==> config.mk <==
export PLATFORM = sky130hd
export DESIGN_NAME = hcd_char_detect
export DESIGN_NICKNAME = d
export VERILOG_FILES = /design/src/hcd_pkg.sv /design/src/hcd_pattern_match.sv /design/src/hcd_char_detect.sv
export SDC_FILE = /design/constraint.sdc
export NUM_CORES = 1
export LEC_CHECK = 0
export BUFFER_PORTS_ARGS = -buffer_cell sky130_fd_sc_hd__clkbuf_2
export CELL_PAD_IN_SITES_DETAIL_PLACEMENT = 1
export CELL_PAD_IN_SITES_GLOBAL_PLACEMENT = 2
export CORE_AREA = 2 2 126 116
export DETAILED_ROUTE_END_ITERATION = 10
export DIE_AREA = 0 0 128 118
export PLACE_DENSITY_LB_ADDON = 0.1
export SLEW_MARGIN = 20
export SYNTH_ARGS = -nofsm -noshare
export SYNTH_HDL_FRONTEND = slang
export SYNTH_SLANG_ARGS = --single-unit
==> constraint.sdc <==
create_clock -name CLK -period 5.96 [get_ports CLK]
set_clock_uncertainty 0.05 [all_clocks]
set_input_delay 0.894 -clock CLK [delete_from_list [all_inputs] [get_ports CLK]]
set_output_delay 0.894 -clock CLK [all_outputs]
set_load 0.01 [all_outputs]
==> src/hcd_pkg.sv <==
// Package with constants and carrier types of the hard-wired character detector
package hcd_pkg;

  // Bus geometry
  localparam int unsigned HCD_ADR_W = 8;
  localparam int unsigned HCD_DAT_W = 32;
  localparam int unsigned HCD_SEL_W = 4;

  // Character geometry
  localparam int unsigned HCD_CHAR_W = 16;
  localparam int unsigned HCD_BYTE_W = 8;
  localparam int unsigned HCD_NPAT = 3;

  // Register byte addresses
  localparam logic [7:0] HCD_ADR_PAT0 = 8'h00;
  localparam logic [7:0] HCD_ADR_PAT1 = 8'h04;
  localparam logic [7:0] HCD_ADR_PAT2 = 8'h08;
  localparam logic [7:0] HCD_ADR_CTRL = 8'h0c;
  localparam logic [7:0] HCD_ADR_STAT = 8'h10;

  // Control register fields: bit 2k low byte enable, bit 2k+1 high byte enable of pattern k
  localparam int unsigned HCD_CTRL_BEN_LSB = 0;
  localparam int unsigned HCD_CTRL_BEN_W = 6;
  localparam int unsigned HCD_CTRL_SYNC_BIT = 6;
  localparam int unsigned HCD_CTRL_FLAG_BIT = 7;

  // Receiver control status fields
  localparam int unsigned HCD_STAT_IE_BIT = 4;
  localparam int unsigned HCD_STAT_FLAG_LSB = 8;
  localparam int unsigned HCD_STAT_INTR_BIT = 15;

  // Reset values
  localparam logic [15:0] HCD_PAT_RESET = 16'h0000;
  localparam logic [7:0] HCD_CTRL_RESET = 8'h00;

  // Stretched preset pulse
  localparam int unsigned HCD_PULSE_NS = 500;
  localparam int unsigned HCD_CLK_PERIOD_NS = 50;
  localparam int unsigned HCD_PULSE_CYC_RAW = HCD_PULSE_NS / HCD_CLK_PERIOD_NS;
  localparam int unsigned HCD_PULSE_CYCLES = (HCD_PULSE_CYC_RAW < 1) ? 1 : HCD_PULSE_CYC_RAW;
  localparam int unsigned HCD_CNT_W = 4;

  // Static configuration: pattern bits as switch positions (1 = closed)
  typedef struct packed {
    logic [HCD_NPAT-1:0][HCD_CHAR_W-1:0] pat_closed;
    logic [HCD_CTRL_BEN_W-1:0] byte_en;
    logic sync_compare_enable;
    logic detect_flag_enable;
  } hcd_cfg_t;

  // Four detection flags
  typedef struct packed {
    logic sync_match_flag;
    logic pattern2_match_flag;
    logic pattern1_match_flag;
    logic pattern0_match_flag;
  } hcd_flags_t;

endpackage

==> src/hcd_pattern_match.sv <==
// One reference pattern compared bit by bit against the received word
`timescale 1ns/1ns
module hcd_pattern_match
  import hcd_pkg::*;
#(
  parameter int unsigned CHAR_W = HCD_CHAR_W,
  parameter int unsigned BYTE_W = HCD_BYTE_W
)
(
  // Received word and switch setting
  input wire logic [CHAR_W-1:0] rx_data,
  input wire logic [CHAR_W-1:0] switch_closed,
  // Byte enables
  input wire logic low_enable,
  input wire logic high_enable,
  // Result
  output logic match
);

  logic [CHAR_W-1:0] bit_agree;
  logic low_match;
  logic high_match;

  // Open switch stands for one, closed for zero, so agreement is data xor closed
  assign bit_agree = rx_data ^ switch_closed;
  // A byte matches only when all its bits agree; a disabled byte is not compared
  assign low_match = ~low_enable | (&bit_agree[BYTE_W-1:0]);
  assign high_match = ~high_enable | (&bit_agree[CHAR_W-1:BYTE_W]);
  // Both bytes disabled leaves a permanent match
  assign match = low_match & high_match;

endmodule

==> src/hcd_char_detect.sv <==
// Hard-wired received-character detector with its Wishbone register slave
// How it works
// - Every received bit is compared singly; a byte matches when all eight agree.
// - Open switch means one, closed switch means zero in the comparison.
// - Pattern match needs every enabled byte to match; disabled bytes are skipped.
// - A pattern with both bytes disabled always reports a match.
// - Sync match is sync-compare enable and sync detected together.
// - Any of the four matches counts as a detected character.
// - Strobe rises on detect, flag enable, end of character, framed, not transparent.
// - Transparent mode blocks every flag strobe and interrupt pulse.
// - Strobe captures pattern 0, 1, 2 and sync matches into status bits 8-11.
// - An unframed receiver clears all four flags and holds them clear.
// - Strobe starts a 500 ns pulse presetting the interrupt flag, status bit 15.
// - Interrupt request needs both interrupt flag bit 15 and enable bit 4.
// - While the preset pulse runs, no bus cycle can change the interrupt flag.
// - The option interlock suppresses the four hard-wired flag outputs.
`timescale 1ns/1ns
module hcd_char_detect
  import hcd_pkg::*;
#(
  parameter int unsigned PULSE_CYCLES = HCD_PULSE_CYCLES
)
(
  // Clock and reset
  input wire logic CLK,
  input wire logic RESET,
  // Wishbone slave
  input wire logic WB_CYC_I,
  input wire logic WB_STB_I,
  input wire logic WB_WE_I,
  input wire logic [HCD_ADR_W-1:0] WB_ADR_I,
  input wire logic [HCD_SEL_W-1:0] WB_SEL_I,
  input wire logic [HCD_DAT_W-1:0] WB_DAT_I,
  output logic [HCD_DAT_W-1:0] WB_DAT_O,
  output logic WB_ACK_O,
  // Receiver datapath, same clock
  input wire logic [HCD_CHAR_W-1:0] RX_DATA,
  input wire logic RX_FRAMED,
  input wire logic SYNC_DETECTED,
  input wire logic END_OF_CHARACTER,
  input wire logic TRANSPARENT_SUPPRESS,
  // Option interlock pin, asynchronous
  input wire logic OPTION_INTERLOCK,
  // Status outputs
  output logic [3:0] DETECT_FLAGS,
  output logic CHAR_INTERRUPT_FLAG,
  output logic CHAR_INTERRUPT_PRESET_PULSE,
  output logic CHAR_INTERRUPT_REQUEST
);

  ////////////////////////////////////////////////////////////////////////////
  // Declarations

  hcd_cfg_t cfg;
  hcd_flags_t flags;
  logic [HCD_NPAT-1:0] pat_match;
  logic sync_match;
  logic [3:0] match_vec;
  logic detect_cond;
  logic detect_cond_q;
  logic strobe;
  logic [HCD_CNT_W-1:0] pulse_cnt;
  logic pulse_active;
  logic char_interrupt_enable;
  logic char_interrupt_flag;
  logic il_s1;
  logic il_s2;
  logic il_s3;
  logic interlock;
  logic bus_req;
  logic bus_wr;
  logic [15:0] next_stat;

  ////////////////////////////////////////////////////////////////////////////
  // Helper functions

  // Byte-lane merge of a 16-bit register, used by all pattern writes
  function automatic logic [15:0] merge16(input logic [15:0] old, input logic [HCD_DAT_W-1:0] wdat,
                                          input logic [HCD_SEL_W-1:0] sel);
    logic [15:0] res;
    res = old;
    if (sel[0])
    begin
      res[HCD_BYTE_W-1:0] = wdat[HCD_BYTE_W-1:0];
    end
    if (sel[1])
    begin
      res[HCD_CHAR_W-1:HCD_BYTE_W] = wdat[HCD_CHAR_W-1:HCD_BYTE_W];
    end
    return res;
  endfunction

  // Zero-extend a 16-bit value to the bus width
  function automatic logic [HCD_DAT_W-1:0] ext16(input logic [15:0] v);
    return {{(HCD_DAT_W-16){1'b0}}, v};
  endfunction

  ////////////////////////////////////////////////////////////////////////////
  // Comparators

  // One comparator per reference pattern
  genvar gi;
  generate
    for (gi = 0; gi < HCD_NPAT; gi++)
    begin : g_pat
      hcd_pattern_match #(
        .CHAR_W(HCD_CHAR_W),
        .BYTE_W(HCD_BYTE_W)
      ) u_match (
        .rx_data(RX_DATA),
        .switch_closed(cfg.pat_closed[gi]),
        .low_enable(cfg.byte_en[2*gi]),
        .high_enable(cfg.byte_en[2*gi+1]),
        .match(pat_match[gi])
      );
    end
  endgenerate

  // Sync comparator
  assign sync_match = cfg.sync_compare_enable & SYNC_DETECTED;
  assign match_vec = {sync_match, pat_match};

  ////////////////////////////////////////////////////////////////////////////
  // Flag strobe

  // Qualified detection; strobe is its rising edge so a long end-of-character fires once
  assign detect_cond = (|match_vec) & cfg.detect_flag_enable & END_OF_CHARACTER
                       & ~TRANSPARENT_SUPPRESS & RX_FRAMED;
  assign strobe = detect_cond & ~detect_cond_q;

  // Edge detector history
  always_ff @(posedge CLK)
  begin
    if (RESET)
    begin
      detect_cond_q <= 1'b0;
    end
    else
    begin
      detect_cond_q <= detect_cond;
    end
  end

  // Detection flags; unframed clear dominates any capture
  always_ff @(posedge CLK)
  begin
    if (RESET)
    begin
      flags <= '0;
    end
    else if (!RX_FRAMED)
    begin
      flags <= '0;
    end
    else if (strobe)
    begin
      flags <= match_vec;
    end
  end

  ////////////////////////////////////////////////////////////////////////////
  // Interlock synchroniser

  // Three stages; the level moves only once stages two and three agree
  always_ff @(posedge CLK)
  begin
    if (RESET)
    begin
      il_s1 <= 1'b0;
      il_s2 <= 1'b0;
      il_s3 <= 1'b0;
      interlock <= 1'b0;
    end
    else
    begin
      il_s1 <= OPTION_INTERLOCK;
      il_s2 <= il_s1;
      il_s3 <= il_s2;
      if (il_s2 == il_s3)
      begin
        interlock <= il_s3;
      end
    end
  end

  ////////////////////////////////////////////////////////////////////////////
  // Preset pulse stretcher

  // A new strobe restarts the pulse; length is PULSE_CYCLES clocks
  always_ff @(posedge CLK)
  begin
    if (RESET)
    begin
      pulse_cnt <= '0;
      pulse_active <= 1'b0;
    end
    else if (strobe)
    begin
      pulse_cnt <= HCD_CNT_W'(PULSE_CYCLES - 1);
      pulse_active <= 1'b1;
    end
    else if (pulse_cnt != '0)
    begin
      pulse_cnt <= pulse_cnt - 1'b1;
    end
    else
    begin
      pulse_active <= 1'b0;
    end
  end

  ////////////////////////////////////////////////////////////////////////////
  // Wishbone slave

  assign bus_req = WB_CYC_I & WB_STB_I & ~WB_ACK_O;
  // Writes land on the edge where the master sees ack, while it still holds the request
  assign bus_wr = WB_CYC_I & WB_STB_I & WB_WE_I & WB_ACK_O;

  // One registered acknowledge per request, one clock after the request; ack drops the cycle after
  always_ff @(posedge CLK)
  begin
    if (RESET)
    begin
      WB_ACK_O <= 1'b0;
    end
    else
    begin
      WB_ACK_O <= bus_req;
    end
  end

  // Configuration registers
  always_ff @(posedge CLK)
  begin
    if (RESET)
    begin
      cfg.pat_closed <= {HCD_NPAT{HCD_PAT_RESET}};
      {cfg.detect_flag_enable, cfg.sync_compare_enable, cfg.byte_en} <= HCD_CTRL_RESET;
    end
    else if (bus_wr)
    begin
      case (WB_ADR_I)
        HCD_ADR_PAT0: cfg.pat_closed[0] <= merge16(cfg.pat_closed[0], WB_DAT_I, WB_SEL_I);
        HCD_ADR_PAT1: cfg.pat_closed[1] <= merge16(cfg.pat_closed[1], WB_DAT_I, WB_SEL_I);
        HCD_ADR_PAT2: cfg.pat_closed[2] <= merge16(cfg.pat_closed[2], WB_DAT_I, WB_SEL_I);
        HCD_ADR_CTRL:
        begin
          if (WB_SEL_I[0])
          begin
            cfg.byte_en <= WB_DAT_I[HCD_CTRL_BEN_LSB +: HCD_CTRL_BEN_W];
            cfg.sync_compare_enable <= WB_DAT_I[HCD_CTRL_SYNC_BIT];
            cfg.detect_flag_enable <= WB_DAT_I[HCD_CTRL_FLAG_BIT];
          end
        end
        default: ;
      endcase
    end
  end

  // Interrupt enable bit of the status register
  always_ff @(posedge CLK)
  begin
    if (RESET)
    begin
      char_interrupt_enable <= 1'b0;
    end
    else if (bus_wr && WB_ADR_I == HCD_ADR_STAT && WB_SEL_I[0])
    begin
      char_interrupt_enable <= WB_DAT_I[HCD_STAT_IE_BIT];
    end
  end

  // Interrupt flag: preset wins over a write, and the pulse locks out the bus
  always_ff @(posedge CLK)
  begin
    if (RESET)
    begin
      char_interrupt_flag <= 1'b0;
    end
    else if (pulse_active || strobe)
    begin
      char_interrupt_flag <= 1'b1;
    end
    else if (bus_wr && WB_ADR_I == HCD_ADR_STAT && WB_SEL_I[1])
    begin
      char_interrupt_flag <= WB_DAT_I[HCD_STAT_INTR_BIT];
    end
  end

  // Status word as software sees it
  always_comb
  begin
    next_stat = '0;
    next_stat[HCD_STAT_IE_BIT] = char_interrupt_enable;
    next_stat[HCD_STAT_FLAG_LSB +: 4] = interlock ? 4'h0 : flags;
    next_stat[HCD_STAT_INTR_BIT] = char_interrupt_flag;
  end

  // Registered read data; unmapped addresses read zero
  always_ff @(posedge CLK)
  begin
    if (RESET)
    begin
      WB_DAT_O <= '0;
    end
    else if (bus_req && !WB_WE_I)
    begin
      case (WB_ADR_I)
        HCD_ADR_PAT0: WB_DAT_O <= ext16(cfg.pat_closed[0]);
        HCD_ADR_PAT1: WB_DAT_O <= ext16(cfg.pat_closed[1]);
        HCD_ADR_PAT2: WB_DAT_O <= ext16(cfg.pat_closed[2]);
        HCD_ADR_CTRL: WB_DAT_O <= ext16({8'h00, cfg.detect_flag_enable, cfg.sync_compare_enable, cfg.byte_en});
        HCD_ADR_STAT: WB_DAT_O <= ext16(next_stat);
        default: WB_DAT_O <= '0;
      endcase
    end
  end

  ////////////////////////////////////////////////////////////////////////////
  // Registered outputs

  // Flags lag the internal flags by one clock so the outputs come from flops
  always_ff @(posedge CLK)
  begin
    if (RESET)
    begin
      DETECT_FLAGS <= 4'h0;
      CHAR_INTERRUPT_FLAG <= 1'b0;
      CHAR_INTERRUPT_PRESET_PULSE <= 1'b0;
      CHAR_INTERRUPT_REQUEST <= 1'b0;
    end
    else
    begin
      DETECT_FLAGS <= interlock ? 4'h0 : flags;
      CHAR_INTERRUPT_FLAG <= char_interrupt_flag;
      CHAR_INTERRUPT_PRESET_PULSE <= pulse_active;
      CHAR_INTERRUPT_REQUEST <= char_interrupt_flag & char_interrupt_enable;
    end
  end
endmodule

==> results_dict.tcl <==
set metrics [dict create \
    synth_xor_area_frac 0.0906 \
    ys_ff_latch 96 \
    vdd_drop_max_uv 167 \
    grt_pass1_vias 4144 \
    grt_usage 0.202 \
    antenna_found_initial 0 \
    tightest_slew_ns 0.921 \
    arrival_ns 3.36 \
    r2r_cells 5 \
    drtAntennaViolNets 0 \
    grt_overflow 0 \
    htree_levels 3 \
    slew_viol_final 0 \
    avgSynthCellArea_um2 9.40 \
    place_congestion 0.788 \
    synth_flop_cell "dfxtp_1" \
    dr.first_iter.drc_count 205 \
    max_slew_margin 0.386 \
    grt_pass1_wl_um 23200 \
    fin_util 0.398 \
    drive_gt1_frac 0.201 \
    leakage_nw 2.51 \
    synth-edff-count 0 \
    powerDensity_mw_per_mm2 250 \
    cts_tree "built" \
    clock_sinks 96 \
    synthAdderAreaFrac 0.00264 \
    rr_endpoint "pulse_cnt[2]$_SDFFE_PP0N_" \
    clock_path_buffers 2 \
    worstHoldStart "il_s1$_SDFF_PP0_" \
    postCtsHoldBufs 0 \
    cts_buffers 9 \
    yosysWarnings 0 \
    num_vias 3939 \
    post_cts_resized 0 \
    synthMuxAreaShare 0.140 \
    portBuffers 75 \
    dieHeight_um 118 \
    synth_compound_area_frac 0.111 \
    rsz0062_at_grt "false" \
    synth_top_family_by_area "simple AND/OR/NAND/NOR gates" \
    cp_max_fo 24 \
    syn_inst 504 \
    finalCriticalPeriod_ns 3.19 \
    drv_cap 0 \
    yosys.area.top_type_share 0.406 \
    synth_simple_gate_area_frac 0.200 \
    fp.dieW_um 128 \
    cts_root_buffer "clkbuf_16" \
    ios 110 \
    dp_hpwl_um 10700 \
    period_share 0.536 \
    netlist_top_cells_area "dfxtp_1 (41%), mux2i_1 (9.9%), xor2_1 (8.9%)" \
    fmax_mhz 313 \
    start_util 0.344 \
    top_layer "met4" \
    grt_max_degree 45 \
    tns_ns 0 \
    endpoint_kind "flop" \
    min_path_type "reg -> reg" \
    setup_ws_ns 2.77 \
    setup_viol 0 \
    r2r-start "cfg[50]$_SDFFE_PP0P_" \
    yosys.area.top_type "dfxtp_1" \
    async_flop_share 0 \
    cts_setup_buffers 0 \
    clk_latency_ns 0.35 \
    diodes 0 \
    drt_wl_total_um 14700 \
    yosysUniqueCellTypes 54 \
    drc 0 \
    synthToLayoutAreaGrowth_pct 15.6 \
    coreArea_mm2 0.0137 \
    wl_met1_um 6650 \
    start_kind "input pin" \
    crit_required_ns 6.12 \
    hold_violations 0 \
    drt-pass1-iter-count 4 \
    ys_seq_area_frac 0.406 \
    holdPathEnd "il_s2$_SDFF_PP0_" \
    num_rows 41 \
    place_ws_ns 2.39 \
    final_nets 644 \
    hold_depth 1 \
    route.met2.wl_um 7000 \
    viasPerCell 5.27 \
    r2r_slack_ns 3.68 \
    synth_area_mm2 0.00474 \
    wl_per_cell_um 19.6 \
    dr_wl_met3_um 798 \
    path_class "in -> reg" \
    die_area_mm2 0.0151 \
    status "finished clean" \
    clkSlewWorstSetupHoldPaths_ns 0.06 \
]
## sequential cells by signal, summed over array words and instances, names as in the netlist, 4 cells and up
| register | count |
|---|---|
| DETECT_FLAGS | 4 |
| WB_DAT_O | 16 |
| cfg | 56 |
| flags | 4 |
| pulse_cnt | 4 |
## worst max-delay path by stage
stage                      startpoint                          endpoint  slack, ns  cells after the start
after CTS                 WB_ADR_I[3]              cfg[30]$_SDFFE_PP0P_       2.74                      6
after floorplan           WB_ADR_I[7]  char_interrupt_flag$_SDFFE_PP0P_       3.45                      6
after global routing      WB_ADR_I[3]              cfg[27]$_SDFFE_PP0P_       2.50                      6
after global placement    WB_ADR_I[3]              cfg[31]$_SDFFE_PP0P_       2.35                      6
final                     WB_ADR_I[3]              cfg[30]$_SDFFE_PP0P_       2.77                      6
after detailed placement  WB_ADR_I[3]              cfg[30]$_SDFFE_PP0P_       2.39                      6
## where the power goes
part,switching [W],internal (W),total [W]
clock,0.000240,0.000313,0.000553
combinational,0.0000927,0.0000585,0.000151
sequential,0.00000954,0.000653,0.000662
## Yosys cell counts (2+ instances only)
cell type and instances:
clkbuf_1 12, mux2i_1 47, nor2b_1 8, nand3_4 2
o21ai_0 17, a221o_1 2, nor4_4 2, and3_1 3
inv_1 6, mux4_2 7, buf_4 16, and2_1 5
nand3_1 22, nand4_1 14, a211oi_1 3, a31oi_1 5
a221oi_1 3, nor2_1 57, a22o_1 3, nor3_1 11
o211ai_1 4, a21o_1 2, o21ai_1 5, a22oi_1 8
nand3_2 2, nand2_1 38, buf_2 6, xor2_1 48
mux2_2 3, dfxtp_1 96, a21oi_1 24
## area by class of cell
class                   instances  area [µm²]
flip-flops and latches         96        1920
fillers                      1621        8270
clock buffers                  14         274
inverters                       6        22.5
well taps                     172         215
multi-input cells             381        2640
repair buffers                 79         405
## placed cells by master (no fill, tap or decap), drive strengths merged, types with 2 or more instances in the layout
| cell type | n |
|---|---|
| nand2 | 39 |
| and3 | 3 |
| inv | 6 |
| a221o | 2 |
| a22o | 3 |
| nand4 | 15 |
| a221oi | 3 |
| buf | 4 |
| dfxtp | 96 |
| clkbuf | 89 |
| nor4 | 2 |
| conb | 16 |
| a211oi | 3 |
| a31oi | 5 |
| a21o | 2 |
| o211ai | 4 |
| mux2i | 47 |
| nand3 | 26 |
| nor2 | 57 |
| nor2b | 8 |
| a22oi | 8 |
| xor2 | 48 |
| nor3 | 12 |
| a21oi | 24 |
| mux2 | 3 |
| o21ai | 22 |
| mux4 | 7 |
| and2 | 5 |
## worst max-delay path: stages
cell      delay [ns]
clkbuf_2        0.46
nor2b_1         0.55
nor4b_4         0.75
nand2_1         0.43
nand2_1         0.17
a21oi_1         0.08
## metal layers
metal / vias to the layer above / GRT usage
met2: 100 / 0.331
met3: 16 / 0.0500
met1: 1928 / 0.267
met4: 0 / 0.0495
met5: - / 0
li1: 1895 / -
## per-stage QoR
stage                     total power [W]  instances  hold WS [ns]  area, µm²
final                             0.00137        748         0.388       5480
after global routing              0.00144        748         0.416       5480
after CTS                         0.00139        748         0.393       5480
after detailed placement         0.000829        734         0.378       5200
after global placement           0.000827        734         0.370       5200
after floorplan                  0.000779        519         0.364       4790
## logic make-up (layout without fill, tap and decap cells)
logic type	after synthesis	after routing
and+or+nand+nor	176	176
DFF	96	96
AOI/OAI and AO/OA	82	82
muxes	57	57
xor gates and xnor gates	49	49
buffers and inverters	42	99
adders and majority gates	1	1
other	1	16
Power figures use the tool's default switching activity.
